==> src/rtl/txpa_pkg.sv <==
// txpa_pkg: constants for the transmit input clocking and phase align block
// assumes a 25 MHz ref_clk and an AXI4-Lite master with 32-bit data
package txpa_pkg;
  // ----------------------------------------------------------------
  // register map (byte addresses)
  // ----------------------------------------------------------------
  localparam logic [7:0] TXPA_OFF_CTRL  = 8'h00;
  localparam logic [7:0] TXPA_OFF_STAT  = 8'h04;
  localparam logic [7:0] TXPA_OFF_MASK  = 8'h08;
  localparam logic [7:0] TXPA_OFF_STATE = 8'h0C;
  localparam logic [7:0] TXPA_OFF_CHAR  = 8'h10;
  // ----------------------------------------------------------------
  // control fields
  // ----------------------------------------------------------------
  localparam int TXPA_CTRL_SEL   = 0;
  localparam int TXPA_CTRL_HALF  = 1;
  localparam int TXPA_CTRL_RATE  = 2;
  localparam int TXPA_CTRL_PAB   = 3;
  localparam int TXPA_CTRL_WSYNC = 4;
  localparam logic TXPA_SEL_RST  = 1'b0;
  localparam logic TXPA_HALF_RST = 1'b0;
  localparam logic TXPA_RATE_RST = 1'b0;
  localparam logic TXPA_PAB_RST  = 1'b1;
  // ----------------------------------------------------------------
  // status and mask fields
  // ----------------------------------------------------------------
  localparam int TXPA_EV_OVF  = 0;
  localparam int TXPA_EV_UNF  = 1;
  localparam int TXPA_EV_LOSS = 2;
  localparam int TXPA_EV_W    = 3;
  localparam logic [2:0] TXPA_MASK_RST = 3'h0;
  // state register: bit0 error out, bit1 reference present, bits 4:2 fill
  localparam int TXPA_ST_ERR  = 0;
  localparam int TXPA_ST_REF  = 1;
  localparam int TXPA_ST_FILL = 2;
  // ----------------------------------------------------------------
  // phase align buffer and timing
  // ----------------------------------------------------------------
  localparam int TXPA_CHAR_W = 10;
  localparam int TXPA_DEPTH  = 4;
  localparam logic [2:0] TXPA_DEPTH_C  = 3'h4;
  localparam logic [2:0] TXPA_CENTRE   = 3'h2;
  localparam int TXPA_CLK_NS      = 40;
  localparam int TXPA_REF_LOSS_NS = 640;
  localparam int TXPA_REF_LOSS_CYC = (TXPA_REF_LOSS_NS + TXPA_CLK_NS - 1) / TXPA_CLK_NS;
  localparam logic [5:0] TXPA_LOSS_LIM = 6'(TXPA_REF_LOSS_CYC);
  // ----------------------------------------------------------------
  // bus answers
  // ----------------------------------------------------------------
  localparam logic [1:0] TXPA_RESP_OK  = 2'h0;
  localparam logic [1:0] TXPA_RESP_ERR = 2'h2;
endpackage : txpa_pkg

==> src/rtl/txpa_top.sv <==
// txpa_top: transmit input clocking, phase align buffer and error output
// pins are asynchronous to ref_clk and pass two flip-flops before use
//
// The address map and the AXI4-Lite interface to the registers are this design's own decisions.
`timescale 1ns/1ps
module txpa_top
  import txpa_pkg::*;
(
  input  wire logic        ref_clk,
  input  wire logic        rst,
  input  wire logic        channel_ref_clock,
  input  wire logic        host_tx_input_clock,
  input  wire logic [7:0]  tx_char_data_in,
  input  wire logic [1:0]  tx_char_control_in,
  output logic             tx_path_error_out,
  output logic             tx_clock_output,
  output logic [9:0]       tx_char_out,
  output logic             tx_char_valid,
  output logic             irq,
  input  wire logic [7:0]  s_axi_awaddr,
  input  wire logic        s_axi_awvalid,
  output logic             s_axi_awready,
  input  wire logic [31:0] s_axi_wdata,
  input  wire logic [3:0]  s_axi_wstrb,
  input  wire logic        s_axi_wvalid,
  output logic             s_axi_wready,
  output logic [1:0]       s_axi_bresp,
  output logic             s_axi_bvalid,
  input  wire logic        s_axi_bready,
  input  wire logic [7:0]  s_axi_araddr,
  input  wire logic        s_axi_arvalid,
  output logic             s_axi_arready,
  output logic [31:0]      s_axi_rdata,
  output logic [1:0]       s_axi_rresp,
  output logic             s_axi_rvalid,
  input  wire logic        s_axi_rready
);

  typedef struct packed {
    logic                         ref_m;
    logic                         ref_q;
    logic                         ref_p;
    logic                         hck_m;
    logic                         hck_q;
    logic                         hck_p;
    logic [TXPA_CHAR_W-1:0]       dat_m;
    logic [TXPA_CHAR_W-1:0]       dat_q;
    logic [5:0]                   loss_cnt;
    logic                         ref_abs;
    logic [5:0]                   hp_cnt;
    logic [5:0]                   hp_len;
    logic                         tx_clk;
    logic [TXPA_DEPTH-1:0][TXPA_CHAR_W-1:0] mem;
    logic [2:0]                   wp;
    logic [2:0]                   rp;
    logic                         buf_err;
    logic                         err_out;
    logic [TXPA_CHAR_W-1:0]       ch_out;
    logic                         ch_vld;
    logic                         sel;
    logic                         half;
    logic                         rate;
    logic                         pab;
    logic [TXPA_EV_W-1:0]         sts;
    logic [TXPA_EV_W-1:0]         msk;
    logic                         irq;
    logic                         aw_rdy;
    logic                         w_rdy;
    logic                         aw_ok;
    logic                         w_ok;
    logic [7:0]                   awa;
    logic [31:0]                  wd;
    logic [3:0]                   ws;
    logic                         bvalid;
    logic [1:0]                   bresp;
    logic                         ar_rdy;
    logic                         rvalid;
    logic [31:0]                  rdata;
    logic [1:0]                   rresp;
  } txpa_state_t;

  txpa_state_t r;
  txpa_state_t n;

  // ----------------------------------------------------------------
  // address decode
  // ----------------------------------------------------------------
  function automatic logic txpa_mapped(input logic [7:0] a);
    txpa_mapped = (a == TXPA_OFF_CTRL) || (a == TXPA_OFF_STAT) ||
                  (a == TXPA_OFF_MASK) || (a == TXPA_OFF_STATE) ||
                  (a == TXPA_OFF_CHAR);
  endfunction : txpa_mapped

  logic       ref_rise;
  logic       ref_edge;
  logic       char_en;
  logic       host_wr;
  logic [2:0] fill;
  logic [TXPA_EV_W-1:0] ev;
  logic [TXPA_EV_W-1:0] clr;
  logic       wr_go;
  logic       rd_go;

  always_comb begin
    n        = r;
    ev       = '0;
    clr      = '0;
    // --------------------------------------------------------------
    // pin synchronisers
    // --------------------------------------------------------------
    n.ref_m  = channel_ref_clock;
    n.ref_q  = r.ref_m;
    n.ref_p  = r.ref_q;
    n.hck_m  = host_tx_input_clock;
    n.hck_q  = r.hck_m;
    n.hck_p  = r.hck_q;
    n.dat_m  = {tx_char_control_in, tx_char_data_in};
    n.dat_q  = r.dat_m;
    ref_rise = r.ref_q & ~r.ref_p;
    ref_edge = r.ref_q ^ r.ref_p;
    // character clock from the reference: rising, or both edges at half rate
    char_en  = r.half ? ref_edge : ref_rise;
    host_wr  = ~r.sel & r.hck_q & ~r.hck_p;
    fill     = 3'(r.wp - r.rp);

    // --------------------------------------------------------------
    // reference loss detection
    // --------------------------------------------------------------
    if (ref_edge) begin
      n.loss_cnt = '0;
    end else if (r.loss_cnt != TXPA_LOSS_LIM) begin
      n.loss_cnt = 6'(r.loss_cnt + 6'h01);
    end
    n.ref_abs = (n.loss_cnt == TXPA_LOSS_LIM);
    if (n.ref_abs && !r.ref_abs) begin
      ev[TXPA_EV_LOSS] = 1'b1;
    end

    // --------------------------------------------------------------
    // transmit clock output
    // --------------------------------------------------------------
    if (ref_edge) begin
      n.hp_cnt = '0;
      n.hp_len = 6'(r.hp_cnt + 6'h01);
    end else if (r.hp_cnt != 6'h3F) begin
      n.hp_cnt = 6'(r.hp_cnt + 6'h01);
    end
    if (!r.rate) begin
      n.tx_clk = r.ref_q;
    end else if (ref_edge) begin
      n.tx_clk = ~r.tx_clk;
    end else if (6'(r.hp_cnt + 6'h01) == (r.hp_len >> 1)) begin
      n.tx_clk = ~r.tx_clk;
    end

    // --------------------------------------------------------------
    // phase align buffer and character capture
    // --------------------------------------------------------------
    n.ch_vld = 1'b0;
    if (host_wr) begin
      if (fill == TXPA_DEPTH_C) begin
        ev[TXPA_EV_OVF] = 1'b1;
        n.buf_err = 1'b1;
      end else begin
        n.mem[r.wp[1:0]] = r.dat_q;
        n.wp = 3'(r.wp + 3'h1);
      end
    end
    if (char_en) begin
      if (r.sel) begin
        n.ch_out = r.dat_q;
        n.ch_vld = 1'b1;
      end else if (fill == 3'h0) begin
        ev[TXPA_EV_UNF] = 1'b1;
        n.buf_err = 1'b1;
      end else begin
        n.ch_out = r.mem[r.rp[1:0]];
        n.ch_vld = 1'b1;
        n.rp = 3'(r.rp + 3'h1);
      end
    end

    // --------------------------------------------------------------
    // register bus: write channel
    // --------------------------------------------------------------
    if (s_axi_awvalid && r.aw_rdy) begin
      n.aw_ok  = 1'b1;
      n.aw_rdy = 1'b0;
      n.awa    = s_axi_awaddr;
    end
    if (s_axi_wvalid && r.w_rdy) begin
      n.w_ok  = 1'b1;
      n.w_rdy = 1'b0;
      n.wd    = s_axi_wdata;
      n.ws    = s_axi_wstrb;
    end
    wr_go = r.aw_ok && r.w_ok && !r.bvalid;
    if (wr_go) begin
      n.aw_ok  = 1'b0;
      n.w_ok   = 1'b0;
      n.bvalid = 1'b1;
      n.bresp  = txpa_mapped(r.awa) ? TXPA_RESP_OK : TXPA_RESP_ERR;
      if (r.ws[0] && r.awa == TXPA_OFF_CTRL) begin
        n.sel  = r.wd[TXPA_CTRL_SEL];
        n.half = r.wd[TXPA_CTRL_HALF];
        n.rate = r.wd[TXPA_CTRL_RATE];
        n.pab  = r.wd[TXPA_CTRL_PAB];
        if (!r.wd[TXPA_CTRL_PAB]) begin
          // recentre: read side keeps running, write side jumps ahead
          n.wp      = 3'(n.rp + TXPA_CENTRE);
          n.buf_err = 1'b0;
        end
        // with pab set, a slip in the same cycle as the word sync keeps the error set
        if (r.wd[TXPA_CTRL_WSYNC] && !ev[TXPA_EV_OVF] && !ev[TXPA_EV_UNF]) begin
          n.buf_err = 1'b0;
        end
      end
      if (r.ws[0] && r.awa == TXPA_OFF_MASK) begin
        n.msk = r.wd[TXPA_EV_W-1:0];
      end
    end
    if (r.bvalid && s_axi_bready) begin
      n.bvalid = 1'b0;
      n.aw_rdy = 1'b1;
      n.w_rdy  = 1'b1;
    end

    // --------------------------------------------------------------
    // register bus: read channel
    // --------------------------------------------------------------
    rd_go = s_axi_arvalid && r.ar_rdy;
    if (rd_go) begin
      n.ar_rdy = 1'b0;
      n.rvalid = 1'b1;
      n.rresp  = txpa_mapped(s_axi_araddr) ? TXPA_RESP_OK : TXPA_RESP_ERR;
      n.rdata  = '0;
      case (s_axi_araddr)
        TXPA_OFF_CTRL: begin
          n.rdata[TXPA_CTRL_SEL]  = r.sel;
          n.rdata[TXPA_CTRL_HALF] = r.half;
          n.rdata[TXPA_CTRL_RATE] = r.rate;
          n.rdata[TXPA_CTRL_PAB]  = r.pab;
        end
        TXPA_OFF_STAT: begin
          n.rdata[TXPA_EV_W-1:0] = r.sts;
          clr = '1;
        end
        TXPA_OFF_MASK: begin
          n.rdata[TXPA_EV_W-1:0] = r.msk;
        end
        TXPA_OFF_STATE: begin
          n.rdata[TXPA_ST_ERR]                = r.err_out;
          n.rdata[TXPA_ST_REF]                = ~r.ref_abs;
          n.rdata[TXPA_ST_FILL+2:TXPA_ST_FILL] = fill;
        end
        TXPA_OFF_CHAR: begin
          n.rdata[TXPA_CHAR_W-1:0] = r.ch_out;
        end
        default: begin
          n.rdata = '0;
        end
      endcase
    end
    if (r.rvalid && s_axi_rready) begin
      n.rvalid = 1'b0;
      n.ar_rdy = 1'b1;
    end

    // --------------------------------------------------------------
    // events, interrupt and error output
    // --------------------------------------------------------------
    // a new event wins over a read clear in the same cycle
    n.sts = (r.sts & ~clr) | ev;
    n.irq = |(n.sts & n.msk);
    // error output moves on character edges, or at once on reference loss
    if (char_en || n.ref_abs) begin
      n.err_out = n.buf_err | n.ref_abs;
    end
  end

  always_ff @(posedge ref_clk or posedge rst) begin
    if (rst) begin
      r          <= '0;
      r.loss_cnt <= TXPA_LOSS_LIM;
      r.ref_abs  <= 1'b1;
      r.err_out  <= 1'b1;
      r.wp       <= TXPA_CENTRE;
      r.sel      <= TXPA_SEL_RST;
      r.half     <= TXPA_HALF_RST;
      r.rate     <= TXPA_RATE_RST;
      r.pab      <= TXPA_PAB_RST;
      r.msk      <= TXPA_MASK_RST;
      r.bresp    <= TXPA_RESP_OK;
      r.rresp    <= TXPA_RESP_OK;
      // bus ready to take a request straight out of reset
      r.aw_rdy   <= 1'b1;
      r.w_rdy    <= 1'b1;
      r.ar_rdy   <= 1'b1;
    end else begin
      r <= n;
    end
  end

  // ----------------------------------------------------------------
  // outputs
  // ----------------------------------------------------------------
  assign tx_path_error_out = r.err_out;
  assign tx_clock_output   = r.tx_clk;
  assign tx_char_out       = r.ch_out;
  assign tx_char_valid     = r.ch_vld;
  assign irq               = r.irq;
  assign s_axi_awready     = r.aw_rdy;
  assign s_axi_wready      = r.w_rdy;
  assign s_axi_bresp       = r.bresp;
  assign s_axi_bvalid      = r.bvalid;
  assign s_axi_arready     = r.ar_rdy;
  assign s_axi_rdata       = r.rdata;
  assign s_axi_rresp       = r.rresp;
  assign s_axi_rvalid      = r.rvalid;

endmodule : txpa_top

==> config.mk <==
export PLATFORM = sky130hd
export DESIGN_NAME = txpa_top
export DESIGN_NICKNAME = d
export VERILOG_FILES = /design/src/rtl/txpa_pkg.sv /design/src/rtl/txpa_top.sv
export SDC_FILE = /design/constraint.sdc
export NUM_CORES = 1
export LEC_CHECK = 0
export BUFFER_PORTS_ARGS = -buffer_cell sky130_fd_sc_hd__buf_2
export CAP_MARGIN = 0
export CELL_PAD_IN_SITES_DETAIL_PLACEMENT = 0
export CELL_PAD_IN_SITES_GLOBAL_PLACEMENT = 1
export CORE_ASPECT_RATIO = 1.75
export CORE_UTILIZATION = 45
export DETAILED_ROUTE_END_ITERATION = 7
export PLACE_DENSITY_LB_ADDON = 0.15
export SLEW_MARGIN = 20
export SYNTH_ARGS = -nofsm -noshare
export SYNTH_HDL_FRONTEND = slang
export SYNTH_SLANG_ARGS = --single-unit
==> constraint.sdc <==
create_clock -name ref_clk -period 5.46 [get_ports ref_clk]
set_input_delay 1.092 -clock ref_clk [delete_from_list [all_inputs] [get_ports ref_clk]]
set_output_delay 1.092 -clock ref_clk [all_outputs]
set_load 0.05 [all_outputs]
==> metrics.txt <==
reg-to-reg critical path endpoint=r[153]; Arrival @ worst endpoint=3320 ps; fin crit period=3030 ps; final weighted congestion in routability-driven placement=0.749; clock root buffer master=clkbuf_16; proportion of power drawn by the clock network=28.0%; Async SR Flop Fraction=100%; Primary FF master, synth=dfrtp_1; vias=4190; worst reg2reg path startpoint=r[111]; number of iterations in the first detailed-routing pass=4; CTS-repair resized insts=0; Die Span X=95.4 um; number of enable-type register cells in the synthesized netlist=0; chip height=165 um; outcome=finished, final reports clean; number of buffers created by CTS=17; static power due to leakage=3.51 nW; switching power as a share of total power=34.6%; sequential cell area fraction in the yosys report=54.0%; number of sinks handled by clock tree synthesis=148; All-Layer GR Usage=19.3%; maximum VDD drop=0.000219 V; share of cells above drive strength 1=33.2%; average vias per placed instance=5.30; required time worst endpoint=5760 ps; RSZ-0062 raised after global routing=false; capturing element type of the critical path=flop; total of flip-flops plus latches after synthesis=148; Hold Vio Cnt, Final=0; remaining max-slew budget at the tightest pin=37.5%; Clock transition at path regs=60 ps; largest net degree at the start of global routing=99; internal cell power=0.00274 W; synth warn=0; Netlist cell types=65; P per Cell Area=544 nW/um2; switching power=0.00145 W; placed wire-length estimate after detailed placement=9660 um; number of failing setup endpoints in the final timing report=0; largest buffer count on any clock path=2; final core utilization=51.6%; total power=0.00419 W; remaining routing DRC violations=0; measured slew at the worst slew-check pin=936 ps; global-route wire length before repair=22800 um; launch point of the worst path=r[111]; category of the most critical setup path=flop to flop; Final #Nets=677; core box area=14900 um2; vias in the first global route=4500; Port Buffer Count=71; largest driver fanout on the critical path=13; critical path launch point type=flop; worst min-delay path category=flop to flop; # IOs=126; deepest level of the CTS H-tree=4; Flop pwr share=40.9%; DIE AREA=15800 um2; Starting Density=46.1%; longest individual stage delay on the worst path=670 ps; Final Slew Violations=0; Setup Total Neg Slack=0 ps; termination of the worst setup path=r[153]; Area growth syn-to-layout=12.0%; Final Skew=11.4 ps; Highest Clock Rate=0.330 GHz; antenna violations before repair=0; worst setup slack for register-to-register paths=2430 ps; average routed wire per standard cell=17.6 um; grt ovf=0; wire length after detailed routing=13900 um; gate count of the mapped netlist=550; Syn Area/Cell=12.5 um2; Period Utilization, post-route=55.5%; clk_lat worst skew=420 ps; TritonCTS clock tree=built; remaining antenna violation count=0; CTS Hold Bufs=0; combinational cell fraction of total power=31.1%; Syn Std Cell Area=6870 um2; post-CTS repair timing setup buffer count=0; Slowest cell on crit path=dfrtp_1; depth of the worst register-to-register path=6; number of maximum-capacitance violations=0; count of inserted antenna diode cells=0; drt first-iter violations=103; ordered list of cells on the worst path=ha_1 > fa_1 > xnor3_2 > o21a_1 > nand2_2 > mux2_1; number of cell rows=59
==> flip-flops by register name, indices dropped and copies added, names as in the netlist <==
name               flops
s_axi_arready          1
s_axi_wready           1
s_axi_bresp            1
tx_path_error_out      1
irq                    1
s_axi_awready          1
tx_clock_output        1
s_axi_rdata           10
s_axi_rresp            1
s_axi_bvalid           1
tx_char_valid          1
r                    103
n                     14
tx_char_out           10
s_axi_rvalid           1
==> placed cells by master (no fill, tap or decap), types with 4 or more instances in the layout <==
cell / instances
dfrtp_1: 140
clkbuf_16: 17
nand2b_1: 4
xor2_1: 9
mux2_2: 63
nor3_1: 5
nor2_1: 21
clkinvlp_4: 4
mux4_2: 13
buf_2: 71
conb_1: 24
a22oi_1: 25
and3_1: 4
and2_1: 4
nand2_1: 36
nand3_1: 4
dfstp_2: 8
mux2i_1: 6
inv_1: 21
nor4_1: 4
o21ai_0: 33
ha_1: 10
nand3b_1: 4
xnor2_1: 12
==> cells in the mapped netlist, types with 4 or more instances <==
cell type  instances  area share (%)
o21ai_0           33             2.4
dfrtp_1          140              51
xor2_1             9             1.1
ha_1              10             1.8
inv_1             22             1.2
nor3_1             5            0.36
nand2_1           36             2.0
nor4_1             4            0.36
xnor2_1           12             1.5
dfstp_2            8             3.1
mux2i_1            6            0.87
clkbuf_1          17            0.93
mux2_2            63              10
nor2_1            21             1.1
and3_1             4            0.36
nand2b_1           4            0.36
and2_1             4            0.36
nand3b_1           4            0.44
mux4_2            13             4.3
a22oi_1           25             2.7
nand3_1            4            0.29
buf_4             47             5.1
==> per-layer routing <==
layer | wire length (um) | track usage [%] | up-vias
met4 | 231 | 7.33 | 0
met1 | 5400 | 21.1 | 2118
li1 | - | - | 1965
met5 | 0 | 0 | -
met2 | 7840 | 36.1 | 94
met3 | 454 | 3.39 | 13
==> final cells by class <==
type | instances | area [um2]
tap | 183 | 229
fill | 1334 | 7210
timing repair buffer | 73 | 370
inverter | 22 | 87.6
clock inverter | 12 | 156
sequential | 148 | 3710
multi-input combinational | 333 | 2710
clock buffer | 20 | 437
==> critical path, delay by kind of cell (launching register included) <==
family,cells,cell delay (ps)
and+or+nand+nor,1,340
xor gates and xnor gates,1,330
adders and majority gates,2,740
DFF,1,670
muxes,1,400
AOI/OAI and AO/OA,1,430
==> stage by stage <==
| step | instances | hold WS (ps) | cell area (um2) | setup WS [ps] |
|---|---|---|---|---|
| 6_report | 791 | 349 | 7700 | 2430 |
| 4_1_cts | 791 | 349 | 7700 | 2330 |
| 2_1_floorplan | 573 | 331 | 6960 | 402 |
| 3_3_place_gp | 759 | 334 | 7110 | 2370 |
| 5_1_grt | 791 | 354 | 7700 | 2170 |
| 3_5_place_dp | 759 | 336 | 7110 | 2340 |
==> power groups by stage <==
stage	Clock [W]	Combinational, W	Sequential, W
global route	0.00124	0.00142	0.00176
finish	0.00117	0.00130	0.00172
CTS	0.00120	0.00132	0.00173
global placement	0	0.00128	0.00172
floorplan	0	0.00113	0.00166
detailed placement	0	0.00132	0.00174
==> how the worst min path moves through the flow <==
stage | start | to | cells after the start | slack [ps]
after floorplan | n[198] | n[197] | 0 | 330
after global placement | n[183] | r[183] | 0 | 330
after detailed placement | n[179] | r[179] | 0 | 340
after CTS | n[179] | r[179] | 0 | 350
after global routing | n[180] | r[180] | 0 | 350
final | n[183] | r[183] | 0 | 350
==> logic make-up (layout without fill, tap and decap cells) <==
logic type                 count (synthesis)  after routing  share of synthesized area [%]
other                                      1             24                         0.0546
AOI/OAI and AO/OA                         82             82                           8.17
DFF                                      148            148                           54.0
adders and majority gates                 11             11                           2.11
buffers and inverters                     92            127                           7.86
muxes                                     83             83                           15.6
xor gates and xnor gates                  22             22                           3.02
and+or+nand+nor                          111            111                           9.12
Note: power is estimated with default switching activity, not from simulation.
